### config.mk
export PLATFORM = sky130hd
export DESIGN_NAME = chgi_top
export DESIGN_NICKNAME = d
export VERILOG_FILES = /design/src/inc/chgi_pkg.sv /design/src/rtl/chgi_top.sv
export VERILOG_INCLUDE_DIRS = /design/src /design/src/inc
export SDC_FILE = /design/constraint.sdc
export NUM_CORES = 1
export LEC_CHECK = 0
export BUFFER_PORTS_ARGS = -buffer_cell sky130_fd_sc_hd__buf_2
export CELL_PAD_IN_SITES_DETAIL_PLACEMENT = 1
export CELL_PAD_IN_SITES_GLOBAL_PLACEMENT = 1
export CORE_MARGIN = 8
export CORE_UTILIZATION = 40
export DETAILED_ROUTE_END_ITERATION = 16
export GPL_TIMING_DRIVEN = 0
export MAX_ROUTING_LAYER = met4
export PLACE_DENSITY_LB_ADDON = 0.1
export SLEW_MARGIN = 15
export SYNTH_ARGS = -nofsm -noshare
export SYNTH_HDL_FRONTEND = slang
export SYNTH_SLANG_ARGS = --single-unit
### constraint.sdc
create_clock -name clk_sys -period 2.5 [get_ports clk_sys]
set_input_delay 0.125 -clock clk_sys [delete_from_list [all_inputs] [get_ports clk_sys]]
set_output_delay 0.125 -clock clk_sys [all_outputs]
set_load 0.005 [all_outputs]
### src/inc/chgi_defines.svh
// constants of the charger two-wire slave: addresses, fields, reset values, timing
`ifndef CHGI_DEFINES_SVH
`define CHGI_DEFINES_SVH
`define CHGI_SLAVE_ADDR 7'h6B
`define CHGI_HS_CODE 5'h01
`define CHGI_DIR_WRITE 1'b1
`define CHGI_REG_STATUS 8'h00
`define CHGI_REG_CTRL 8'h01
`define CHGI_UNMAPPED 8'hFF
`define CHGI_EN_STAT_RST 1'b1
`define CHGI_CTRL_RST 8'h30
`define CHGI_B_KICK 7
`define CHGI_B_EN_STAT 6
`define CHGI_F_STATE 5:4
`define CHGI_B_SPARE 3
`define CHGI_F_FAULT 2:0
`define CHGI_F_ILIM 7:6
`define CHGI_F_ACC_LIM 5:4
`define CHGI_B_TERM 3
`define CHGI_B_CHG_DIS 2
`define CHGI_B_HIZ 1
`define CHGI_B_ACC_EN 0
`define CHGI_CHG_CHARGING 2'h1
`define CHGI_CHG_FAULT 2'h3
`define CHGI_ILIM_PSEL_LO 2'h0
`define CHGI_ILIM_PSEL_HI 2'h1
`define CHGI_BIT_LAST 4'h8
`define CHGI_CLK_MHZ 10
`define CHGI_FAULT_PULSE_US 128
`define CHGI_FAULT_PULSE_CYC (`CHGI_FAULT_PULSE_US * `CHGI_CLK_MHZ)
`define CHGI_PULSE_W 11
`define CHGI_FIFO_DEPTH 8
`define CHGI_FIFO_W 16
`endif

### src/inc/chgi_pkg.sv
// types shared by the charger two-wire slave
package chgi_pkg;
	typedef enum logic [6:0] {
		S_IDLE = 7'h01,
		S_ADDR = 7'h02,
		S_ADDR_ACK = 7'h04,
		S_RX = 7'h08,
		S_RX_ACK = 7'h10,
		S_TX = 7'h20,
		S_TX_ACK = 7'h40
	} chgi_state_t;
	// one register write travelling through the buffer
	typedef struct packed {
		logic [7:0] addr;
		logic [7:0] data;
	} chgi_wrec_t;
	// status reported by the charging core
	typedef struct packed {
		logic [1:0] state;
		logic [2:0] fault;
	} chgi_status_t;
endpackage

### src/rtl/chgi_top.sv
// charger two-wire slave with status and control registers, plus its write buffer
`timescale 1ns/10ps
`include "chgi_defines.svh"

module chgi_fifo #(
	parameter int W = 16,
	parameter int D = 8
) (
	input wire logic clk_sys, // system clock
	input wire logic rst_n, // synchronised reset, active low
	input wire logic [W-1:0] in_data, // word to store
	input wire logic in_valid, // store request
	output logic in_ready, // room for a word
	output logic [W-1:0] out_data, // oldest word
	output logic out_valid, // a word is waiting
	input wire logic out_ready // consumer takes the word
);
	localparam int AW = $clog2(D);
	logic [W-1:0] mem_q [D];
	logic [AW:0] wr_q;
	logic [AW:0] rd_q;
	logic full;
	logic empty;

	// pointers carry one extra bit so full and empty differ
	assign full = (wr_q[AW] != rd_q[AW]) && (wr_q[AW-1:0] == rd_q[AW-1:0]);
	assign empty = (wr_q == rd_q);
	assign in_ready = !full;
	assign out_valid = !empty;
	assign out_data = mem_q[rd_q[AW-1:0]];

	// storage
	always_ff @(posedge clk_sys) begin
		if (in_valid && !full) begin
			mem_q[wr_q[AW-1:0]] <= in_data;
		end
	end

	// pointers
	always_ff @(posedge clk_sys or negedge rst_n) begin
		if (!rst_n) begin
			wr_q <= '0;
			rd_q <= '0;
		end else begin
			if (in_valid && !full) begin
				wr_q <= wr_q + 1'b1;
			end
			if (out_ready && !empty) begin
				rd_q <= rd_q + 1'b1;
			end
		end
	end
endmodule

module chgi_top (
	input wire logic clk_sys, // 10 MHz system clock
	input wire logic nrst, // asynchronous reset, active low
	input wire logic scl_in, // serial clock pin level
	input wire logic sda_in, // serial data pin level
	output logic sda_out, // serial data drive value, always low
	output logic sda_oe_n, // low while pulling serial data low
	input wire logic psel_in, // power source select pin
	input wire logic default_mode, // charger runs in default mode
	input chgi_pkg::chgi_status_t charger_status, // charge state and fault code
	input wire logic reg_hold, // charging core stalls register updates
	output logic stat_oe_n, // status pin, low while pulled low
	output logic int_oe_n, // interrupt pin, low while pulled low
	output logic watchdog_kick, // one-cycle watchdog restart
	output logic [1:0] input_limit, // effective input current limit code
	output logic [1:0] accessory_limit, // accessory output limit code
	output logic termination_enable, // charge termination enabled
	output logic charge_disable, // charging disabled
	output logic high_impedance_select, // high impedance mode
	output logic accessory_output_enable, // accessory output enabled
	output logic hs_mode // high-speed settings active
);
	logic [1:0] rst_sync_q;
	logic rst_n;
	logic [2:0] scl_sync_q;
	logic [2:0] sda_sync_q;
	logic [2:0] psel_sync_q;
	logic scl_f_q;
	logic sda_f_q;
	logic scl_p_q;
	logic sda_p_q;
	logic psel_q;
	logic start_c;
	logic stop_c;
	logic scl_rise;
	logic scl_fall;
	chgi_pkg::chgi_state_t state_q;
	logic [3:0] bitcnt_q;
	logic [7:0] sreg_q;
	logic [7:0] tx_q;
	logic [7:0] ptr_q;
	logic ptr_seen_q;
	logic dir_wr_q;
	logic ack_q;
	logic sda_low_q;
	logic push_c;
	logic fifo_in_ready;
	chgi_pkg::chgi_wrec_t wrec_in;
	chgi_pkg::chgi_wrec_t wrec_out;
	logic fifo_out_valid;
	logic pop_c;
	logic en_stat_q;
	logic [7:0] ctrl_q;
	logic [1:0] ilim_q;
	logic kick_q;
	logic [1:0] chg_prev_q;
	logic [`CHGI_PULSE_W-1:0] pulse_q;
	logic pin_low_q;
	logic [7:0] rd_c;

	// register readback; unknown addresses read as all ones
	function automatic logic [7:0] rd_byte(input logic [7:0] a);
		logic [7:0] r;
		r = `CHGI_UNMAPPED;
		if (a == `CHGI_REG_STATUS) begin
			r = '0;
			r[`CHGI_B_KICK] = psel_q;
			r[`CHGI_B_EN_STAT] = en_stat_q;
			r[`CHGI_F_STATE] = charger_status.state;
			r[`CHGI_B_SPARE] = 1'b0;
			r[`CHGI_F_FAULT] = charger_status.fault;
		end else if (a == `CHGI_REG_CTRL) begin
			r = ctrl_q;
		end
		return r;
	endfunction

	// byte at the pointer, ready before the falling clock that starts its first bit
	always_comb begin
		rd_c = rd_byte(ptr_q);
	end

	// reset release through two flops
	always_ff @(posedge clk_sys or negedge nrst) begin
		if (!nrst) begin
			rst_sync_q <= 2'h0;
		end else begin
			rst_sync_q <= {rst_sync_q[0], 1'b1};
		end
	end
	assign rst_n = rst_sync_q[1];

	// three-flop sampling; a level counts only once stages two and three agree
	always_ff @(posedge clk_sys or negedge rst_n) begin
		if (!rst_n) begin
			scl_sync_q <= 3'h7;
			sda_sync_q <= 3'h7;
			psel_sync_q <= 3'h0;
			scl_f_q <= 1'b1;
			sda_f_q <= 1'b1;
			scl_p_q <= 1'b1;
			sda_p_q <= 1'b1;
			psel_q <= 1'b0;
		end else begin
			scl_sync_q <= {scl_sync_q[1:0], scl_in};
			sda_sync_q <= {sda_sync_q[1:0], sda_in};
			psel_sync_q <= {psel_sync_q[1:0], psel_in};
			if (scl_sync_q[1] == scl_sync_q[2]) begin
				scl_f_q <= scl_sync_q[2];
			end
			if (sda_sync_q[1] == sda_sync_q[2]) begin
				sda_f_q <= sda_sync_q[2];
			end
			if (psel_sync_q[1] == psel_sync_q[2]) begin
				psel_q <= psel_sync_q[2];
			end
			scl_p_q <= scl_f_q;
			sda_p_q <= sda_f_q;
		end
	end

	// bus conditions from the filtered levels
	assign start_c = scl_f_q && scl_p_q && sda_p_q && !sda_f_q;
	assign stop_c = scl_f_q && scl_p_q && !sda_p_q && sda_f_q;
	assign scl_rise = scl_f_q && !scl_p_q;
	assign scl_fall = !scl_f_q && scl_p_q;

	// byte engine; the slave never drives the clock, so no stretching is possible
	always_ff @(posedge clk_sys or negedge rst_n) begin
		if (!rst_n) begin
			state_q <= chgi_pkg::S_IDLE;
			bitcnt_q <= 4'h0;
			sreg_q <= 8'h00;
			tx_q <= 8'hFF;
			ptr_q <= 8'h00;
			ptr_seen_q <= 1'b0;
			dir_wr_q <= 1'b1;
			ack_q <= 1'b0;
			sda_low_q <= 1'b0;
			hs_mode <= 1'b0;
		end else if (start_c) begin
			// repeated START keeps high-speed settings
			state_q <= chgi_pkg::S_ADDR;
			bitcnt_q <= 4'h0;
			sda_low_q <= 1'b0;
		end else if (stop_c) begin
			// a STOP also recovers from any half-finished transfer
			state_q <= chgi_pkg::S_IDLE;
			sda_low_q <= 1'b0;
			hs_mode <= 1'b0;
		end else begin
			unique case (state_q)
				chgi_pkg::S_IDLE: begin
					sda_low_q <= 1'b0;
				end
				chgi_pkg::S_ADDR: begin
					if (scl_rise) begin
						sreg_q <= {sreg_q[6:0], sda_f_q};
						bitcnt_q <= bitcnt_q + 4'h1;
					end else if (scl_fall && bitcnt_q == `CHGI_BIT_LAST) begin
						if (sreg_q[7:1] == `CHGI_SLAVE_ADDR) begin
							state_q <= chgi_pkg::S_ADDR_ACK;
							sda_low_q <= 1'b1;
							dir_wr_q <= (sreg_q[0] == `CHGI_DIR_WRITE);
						end else begin
							// foreign address or master code: no acknowledge; only the master code switches speed settings
							if (sreg_q[7:3] == `CHGI_HS_CODE) begin
								hs_mode <= 1'b1;
							end
							state_q <= chgi_pkg::S_IDLE;
						end
					end
				end
				chgi_pkg::S_ADDR_ACK: begin
					if (scl_fall) begin
						bitcnt_q <= 4'h0;
						if (dir_wr_q) begin
							state_q <= chgi_pkg::S_RX;
							sda_low_q <= 1'b0;
							ptr_seen_q <= 1'b0;
						end else begin
							state_q <= chgi_pkg::S_TX;
							tx_q <= rd_c;
							sda_low_q <= !rd_c[7];
							ptr_q <= ptr_q + 8'h01;
						end
					end
				end
				chgi_pkg::S_RX: begin
					if (scl_rise) begin
						sreg_q <= {sreg_q[6:0], sda_f_q};
						bitcnt_q <= bitcnt_q + 4'h1;
					end else if (scl_fall && bitcnt_q == `CHGI_BIT_LAST) begin
						if (!ptr_seen_q) begin
							ptr_q <= sreg_q;
							ptr_seen_q <= 1'b1;
							state_q <= chgi_pkg::S_RX_ACK;
							sda_low_q <= 1'b1;
						end else if (fifo_in_ready) begin
							ptr_q <= ptr_q + 8'h01;
							state_q <= chgi_pkg::S_RX_ACK;
							sda_low_q <= 1'b1;
						end else begin
							// buffer full: the byte is refused with a NACK
							state_q <= chgi_pkg::S_IDLE;
						end
					end
				end
				chgi_pkg::S_RX_ACK: begin
					if (scl_fall) begin
						state_q <= chgi_pkg::S_RX;
						sda_low_q <= 1'b0;
						bitcnt_q <= 4'h0;
					end
				end
				chgi_pkg::S_TX: begin
					if (scl_rise) begin
						bitcnt_q <= bitcnt_q + 4'h1;
					end else if (scl_fall) begin
						if (bitcnt_q == `CHGI_BIT_LAST) begin
							state_q <= chgi_pkg::S_TX_ACK;
							sda_low_q <= 1'b0;
						end else begin
							tx_q <= {tx_q[6:0], 1'b1};
							sda_low_q <= !tx_q[6];
						end
					end
				end
				chgi_pkg::S_TX_ACK: begin
					if (scl_rise) begin
						ack_q <= !sda_f_q;
					end else if (scl_fall) begin
						bitcnt_q <= 4'h0;
						if (ack_q) begin
							state_q <= chgi_pkg::S_TX;
							tx_q <= rd_c;
							sda_low_q <= !rd_c[7];
							ptr_q <= ptr_q + 8'h01;
						end else begin
							state_q <= chgi_pkg::S_IDLE;
						end
					end
				end
			endcase
		end
	end
	assign sda_out = 1'b0;
	assign sda_oe_n = !sda_low_q;

	// received data bytes enter the buffer on their acknowledge
	assign push_c = (state_q == chgi_pkg::S_RX) && !start_c && !stop_c && scl_fall
		&& (bitcnt_q == `CHGI_BIT_LAST) && ptr_seen_q;
	assign wrec_in.addr = ptr_q;
	assign wrec_in.data = sreg_q;

	chgi_fifo #(
		.W(`CHGI_FIFO_W),
		.D(`CHGI_FIFO_DEPTH)
	) u_fifo (
		.clk_sys(clk_sys),
		.rst_n(rst_n),
		.in_data(wrec_in),
		.in_valid(push_c),
		.in_ready(fifo_in_ready),
		.out_data(wrec_out),
		.out_valid(fifo_out_valid),
		.out_ready(!reg_hold)
	);
	assign pop_c = fifo_out_valid && !reg_hold;

	// register file; writes to unknown addresses are dropped
	always_ff @(posedge clk_sys or negedge rst_n) begin
		if (!rst_n) begin
			en_stat_q <= `CHGI_EN_STAT_RST;
			ctrl_q <= `CHGI_CTRL_RST;
			kick_q <= 1'b0;
		end else begin
			kick_q <= 1'b0;
			if (pop_c && wrec_out.addr == `CHGI_REG_STATUS) begin
				kick_q <= wrec_out.data[`CHGI_B_KICK];
				en_stat_q <= wrec_out.data[`CHGI_B_EN_STAT];
			end
			if (pop_c && wrec_out.addr == `CHGI_REG_CTRL) begin
				ctrl_q <= wrec_out.data;
			end
		end
	end
	assign watchdog_kick = kick_q;
	assign accessory_limit = ctrl_q[`CHGI_F_ACC_LIM];
	assign termination_enable = ctrl_q[`CHGI_B_TERM];
	assign charge_disable = ctrl_q[`CHGI_B_CHG_DIS];
	assign high_impedance_select = ctrl_q[`CHGI_B_HIZ];
	assign accessory_output_enable = ctrl_q[`CHGI_B_ACC_EN];

	// effective input limit; default mode ignores the programmed field
	always_ff @(posedge clk_sys or negedge rst_n) begin
		if (!rst_n) begin
			ilim_q <= 2'h0;
		end else if (default_mode) begin
			ilim_q <= psel_q ? `CHGI_ILIM_PSEL_HI : `CHGI_ILIM_PSEL_LO;
		end else begin
			ilim_q <= ctrl_q[`CHGI_F_ILIM];
		end
	end
	assign input_limit = ilim_q;

	// status pins: held low while charging, one timed pulse on entering fault
	always_ff @(posedge clk_sys or negedge rst_n) begin
		if (!rst_n) begin
			chg_prev_q <= 2'h0;
			pulse_q <= '0;
			pin_low_q <= 1'b0;
		end else begin
			chg_prev_q <= charger_status.state;
			if (charger_status.state == `CHGI_CHG_FAULT && chg_prev_q != `CHGI_CHG_FAULT) begin
				pulse_q <= `CHGI_PULSE_W'(`CHGI_FAULT_PULSE_CYC);
			end else if (pulse_q != '0) begin
				pulse_q <= pulse_q - 1'b1;
			end
			pin_low_q <= en_stat_q && ((charger_status.state == `CHGI_CHG_CHARGING)
				|| (pulse_q != '0));
		end
	end
	assign stat_oe_n = !pin_low_q;
	assign int_oe_n = !pin_low_q;
endmodule

# Word level (Yosys, flattened, before mapping)
# Memories as Yosys holds them, arrays and structs flattened.
# Cells that the tools add are included.
[op_classes]
eq_ne = 52
bitwise = 3
add_sub_neg = 5
reduce_logical = 59
muxes = 83
[op_table]
columns = ["op", "count"]
rows = [
  ["two-way mux 7 bit", 21],
  ["two-way mux 8 bit", 11],
  ["inequality test 4 bit, second input constant", 13],
  ["one-hot mux 7 bit (6 select lines)", 1],
  ["two-way mux 1 bit", 32],
  ["inequality test 2 bit, second input constant", 15],
  ["one-hot mux 8 bit (3 select lines)", 1],
  ["two-way mux 11 bit", 2],
  ["AND reduction 11 bit", 2],
  ["one-hot mux 7 bit (3 select lines)", 1],
  ["logical AND 1 bit", 20],
  ["two-way mux 4 bit", 5],
  ["== test 8 x 1 -> 1 bit, second input constant", 2],
  ["logical NOT 8 bit", 2],
  ["== test 7 bit, second input constant", 2],
  ["logical NOT 1 bit", 13],
  ["AND reduction 13 bit", 1],
  ["adder 4 x 1 -> 4 bit, second input constant", 3],
  ["two-way mux 6 bit", 2],
  ["one-hot mux 4 bit (3 select lines)", 1],
  ["AND reduction 12 bit", 1],
  ["AND reduction 4 bit", 3],
  ["AND reduction 6 bit", 2],
  ["nonzero test 11 bit", 1],
  ["33 further kinds", 45],
]
[totals]
regBits = 89
out_inout_bits = 14
n_memories = 1
in_bits = 12
word_cells = 231
ram_bits = 128
[mem_list]
columns = ["memory", "words", "word_bits", "read_ports", "rd_clocked_by_memory_dff", "write_ports", "line", "text"]
rows = [
  ["u_fifo.mem_q", 8, 16, 1, 0, 1, "chgi_top.sv:19", "logic [W-1:0] mem_q [D];"],
]

# Depth between registers and ports, before layout
[depth]
depth_word = 12
ltp_mapped = 8
depth_no_buf = 7

# Cells and area by module
# From an unflattened synthesis, not the netlist that was laid out.
[hier_totals]
cells_unflattened = 649
area_unflattened_um2 = 9804.4
[by_module_without_submodules]
columns = ["mod", "seq_area_each_um2", "area_per_inst_um2", "cells_each", "instances"]
rows = [
  ["chgi_fifo", 4043.9, 5524.0, 243, 1],
  ["chgi_top", 2054.5, 4280.4, 406, 1],
]

# Least setup slack after synthesis
# OpenSTA, ideal clock, no wires.
[synth_path]
path_kind = "flip-flop to flip-flop"
start = "register state_q[5]"
end = "memory u_fifo.mem_q[0][0], enable pin"
period_less_slack_ns = 3.121
setup_slack_ns = -0.621
setup_time_ns = 0.409
stages_incl_launch_ff = 5
n_path_buf = 0
required_time_ns = 2.091
arrival_ns = 2.711
cell_sequence = "dfrtp_1 > or4b_1 > nor4_1 > nand4b_1 > nor3_1"
[synth_between]
elab_chain_len = 9
[synth_lines]
columns = ["element", "line", "text"]
rows = [
  ["start: declaration", "chgi_top.sv:91", "chgi_pkg::chgi_state_t state_q;"],
  ["start signal: assignment", "chgi_top.sv:185", "state_q <= chgi_pkg::S_IDLE;"],
  ["start signal: assignment", "chgi_top.sv:197", "state_q <= chgi_pkg::S_ADDR;"],
  ["start signal: assignment", "chgi_top.sv:202", "state_q <= chgi_pkg::S_IDLE;"],
  ["== test 7 x 4 -> 1 bit", "chgi_top.sv:305", "assign push_c = (state_q == chgi_pkg::S_RX) && !start_c && !stop_c && scl_fall"],
  ["logical AND 1 bit (5 in series)", "chgi_top.sv:305", ""],
  ["logical AND 1 bit", "chgi_top.sv:34", "if (in_valid && !full) begin"],
  ["two-way mux 1 bit", "chgi_top.sv:34", ""],
  ["two-way mux 1 bit (implied by the code)", "chgi_top.sv:35", "mem_q[wr_q[AW-1:0]] <= in_data;"],
  ["end: declaration", "chgi_top.sv:19", ""],
]
# No other way between the ends.

# Worst setup path in the final report
[layout_path]
start = "register u_fifo.rd_q[1]"
end = "register en_stat_q"
[layout_between]
elab_chain_len = 4
word_cells_on_any_way = 6
classes_between = "eq/ne: 1; reduce/logical: 4; memory: 1"
[layout_lines]
columns = ["element", "line", "text"]
rows = [
  ["start: declaration", "chgi_top.sv:21", "logic [AW:0] rd_q;"],
  ["start signal: assignment", "chgi_top.sv:49", "rd_q <= rd_q + 1'b1;"],
  ["branches (longest 4 deep; another with memory read (8 x 16 bit))", "--", ""],
  ["end signal: assignment", "chgi_top.sv:328", "en_stat_q <= `CHGI_EN_STAT_RST;"],
  ["end signal: assignment", "chgi_top.sv:335", "en_stat_q <= wrec_out.data[`CHGI_B_EN_STAT];"],
  ["end: declaration", "chgi_top.sv:106", "logic en_stat_q;"],
]
# Several ways; the timed one is not identified.
# A chain may end at the register's enable or synchronous reset.

==> results by group <==
Synthesis
  • Post-synth EDFFs: between 100 and 150
  • Synth Net Count: between 600 and 700
  • Synth unique cells: 76
  • Number of synthesized register bits: 217
  • Area leader, netlist: edfxtp_1
  • Async SR Flop Fraction: 0.4101
  • Syn Area/Cell: approximately 14 µm²
  • Largest cells by area after synthesis: edfxtp_1 41%, dfrtp_1 18%, dfstp_2 6.1%
  • Post-synth top area share: 0.4080
  • Prevailing post-synth register cell: edfxtp_1
  • Synthesized cell area: 9420 µm²
  • Register area share after synthesis: 0.6474
  • Warnings, synthesis: 0
  • Syn Inst Count: between 600 and 700

Clocking
  • CTS tree: built
  • CTS Root Cell: clkbuf_16
  • CTS H-Tree Depth: 1
  • Clk buf depth: 3
  • Worst-path clk slew: roughly 0.060 ns
  • Clock Sinks: roughly 220
  • Clock buffer count from CTS: 25
  • Clk Latency, worst-skew pair: about 0.53 ns

STA
  • Tmin final: ~2.4 ns
  • Peak Freq: just over 400 MHz
  • Fin crit share: 0.9683
  • Worst rel slew slack: 0.4818
  • Endpoints failing hold: 0
  • Worst slew pin tran: 0.7756 ns
  • RSZ-0062 raised after global routing: true
  • Setup ws final: about 0.079 ns
  • Clk_skew: 0.01064 ns
  • Slew Limit Fails: 0
  • Setup Viol. Count Final: 0

Drt
  • WL per Instance: roughly 21 µm
  • Number of iterations in the first detailed-routing pass: 5
  • Via Count: a little under 6,000
  • WL final: 23,190 µm
  • Via-per-instance ratio: about 5.4
  • Post-DRT Antenna Nets: 0
  • Initial DRC Count: 380
  • # DRC: 0

Worst setup path
  • FF-to-FF Start: u_fifo.rd_q[1]
  • R2R Setup Slk: just under 0.08 ns
  • Type of origin of the critical path: register
  • Max Fanout on Critical Path: 6
  • Worst EP required: 2.95 ns
  • Critical setup path kind: register to register
  • Worst reg2reg path depth: 6
  • Critical R2R Capture: en_stat_q
  • Crit path DAT: approximately 2.9 ns
  • Crit path capture type: register

GRT
  • Initial antenna violation count: 0
  • Vias in the first global route: ~6,300
  • Met1 Track Usage GR: 0.2199
  • M2 GR Usage: 0.2766
  • Total gr overflow: 0
  • GRT Total Usage: 0.1693
  • First-pass GRT wire length: approximately 37,000 µm
  • GR met3 Demand/Resource: 0.02094
  • Largest net degree at the start of global routing: 59
  • Most Used Layer, Global Route: met2

Pwr
  • Overall power: 0.01186 W
  • Peak supply drop: approximately 0.53 mV
  • Leak pwr: between 4 and 5 nW
  • Pwr/cell area: ~1000 nW/µm²

Die
  • Top-Level Pins: 26
  • Core Box Area: between 20,000 and 25,000 µm²
  • Die height: around 170 µm
  • Die area: around 29,000 µm²
  • Cell Rows: 56
  • Starting Density: 0.4037
  • Die X: about 170 µm

Placement
  • GPL Wtd Cong: between 0.8 and 0.9
  • Pre-CTS setup slack: -0.7341 ns
  • Port bufs: 24
  • HPWL Detailed: between 15,000 and 20,000 µm

Layout
  • Multi-input logic area: roughly 3200 µm²
  • Layout cells sized above 1: 0.2872
  • # nets final: ~770
  • Filler instances: 2,295
  • Sequential cell area: between 6000 and 7000 µm²
  • Area grow syn2layout: 20.99%
  • # diodes: 0

Flow run
  • Max Cap Viol: 0

Hold path
  • HP Class: input pin to register
  • Hold Path Sink: tx_q[1]
  • Hold_sp: charger_status[1]
  • Worst hold stages: 5

Run status
  • Outcome: complete, no violations
[worst max path at each step]
stage	start	end	cells after the start	slack, ns
global route	u_fifo.rd_q[0]	en_stat_q	7	-0.04
global placement	state_q[6]	u_fifo.mem_q[3][6]	4	-1.17
detailed placement	state_q[6]	u_fifo.mem_q[7][6]	4	-0.73
finish	u_fifo.rd_q[1]	en_stat_q	6	0.08
floorplan	state_q[5]	u_fifo.mem_q[3][0]	4	-0.22
CTS	state_q[4]	state_q[2]	6	0.004
[what timing repair did]
item	in CTS	in global routing
pin swaps	11	4
setup buffers	15	5
hold endpoints to repair	14	0
gates resized for setup	13	17
setup endpoints to repair	158	113
hold buffers	10	0
[power breakdown]
group | internal [W] | switching (W) | total (W)
clock | 0.00238 | 0.00145 | 0.00383
sequential | 0.00437 | 0.000633 | 0.00500
combinational | 0.00135 | 0.00167 | 0.00302
total | 0.00810 | 0.00376 | 0.0119
[cell families after synthesis]
logic type / synth area share
AO/OA/AOI/OAI: 0.07425
XOR/XNOR: 0.01952
adder cells (fa/ha/maj): 0.01488
buffers and inverters: 0.02803
flip-flops: 0.6474
multiplexers: 0.09975
other: 0.0007972
AND/OR/NAND/NOR: 0.1154
[sequential cells by signal, summed over array words and instances, names as in the netlist, 4 cells and up]
register      flops
ptr_q             8
pulse_q          11
bitcnt_q          4
u_fifo.rd_q       4
ctrl_q            8
state_q           7
sreg_q            8
u_fifo.mem_q    128
tx_q              7
u_fifo.wr_q       4
[synthesized netlist by cell type (3+ instances only)]
cell type  number
a211oi_1        4
nor4b_1         3
mux2_2         32
nand3_1        19
a21o_1          3
dfrtp_1        67
buf_4           7
nand4b_1        6
nand2b_1       14
or3_1           4
nor4_1          9
o22ai_1        11
nor3_1         14
mux4_2         17
o211ai_1        3
nor2_1         38
o21ai_0        25
a41oi_1         6
or4_1           8
clkbuf_1       11
xor2_1         11
o21a_1          4
ha_1            8
maj3_1          4
mux2i_1        17
dfstp_2        22
nand2_1        24
nor2b_1         6
inv_1          27
o31ai_1         6
nand3b_1        4
and3_1          5
xnor2_1        10
nand4_1         8
edfxtp_1      128
buf_2          10
a21oi_1        15
[per-layer routing]
| metal | part of all wire | routed length [µm] | up-vias |
|---|---|---|---|
| met5 | 0 | 0 | - |
| met4 | 0.027 | 618 | 0 |
| met3 | 0.028 | 657 | 36 |
| met2 | 0.49 | 11360 | 106 |
| met1 | 0.45 | 10550 | 3072 |
| li1 | - | - | 2694 |
[stage by stage]
step	hold WS, ns	utilization	instances	TNS, ns	instance area (µm²)
global route	0.1266	0.4885	1085	-0.04122	11400
floorplan	-0.1706	-	660	-19.49	9437
finish	0.07610	0.4885	1085	0	11400
detailed placement	-0.08637	0.4326	1010	-64.95	10090
global placement	-0.08913	0.4267	1003	-122.49	9956
CTS	0.05912	0.4851	1080	0	11320
[final cells by class]
| class | instances | share of cell area |
|---|---|---|
| inverters | 27 | 0.008892 |
| flip-flops and latches | 217 | 0.5355 |
| clock inverters | 15 | 0.01702 |
| multi-input cells | 385 | 0.2802 |
| clock buffers | 31 | 0.06049 |
| plain buffers | 30 | 0.01493 |
| well taps | 319 | 0.03502 |
| repair buffers | 61 | 0.04797 |
[critical path, stage by stage, from the launching register on]
cell,delay [ns]
dfrtp_1,0.36
buf_2,0.20
mux4_1,0.57
mux2_2,0.31
nand3b_1,0.19
nor4_2,0.34
mux2_2,0.39
[layout by cell type, fill, tap and decap left out, drive strengths merged, types with 6 or more instances in the layout]
cell / netlist / layout
edfxtp: 128 / 128
buf: 20 / 69
dfrtp: 67 / 67
clkbuf: 11 / 43
nor2: 38 / 38
mux2: 32 / 32
inv: 27 / 28
o21ai: 26 / 26
nand2: 24 / 24
dfstp: 22 / 22
nand3: 19 / 19
mux4: 18 / 18
mux2i: 17 / 17
a21oi: 15 / 15
nand2b: 14 / 14
nor3: 14 / 14
nor4: 12 / 12
xor2: 11 / 11
o22ai: 11 / 11
xnor2: 10 / 10
dlygate4sd3: 0 / 10
or4: 9 / 9
clkinv: 0 / 9
nand4: 8 / 8
ha: 8 / 8
o31ai: 7 / 7
a41oi: 7 / 7
nand4b: 6 / 6
nor2b: 6 / 6
nor4b: 6 / 6
(Power assumes the default switching activity.)
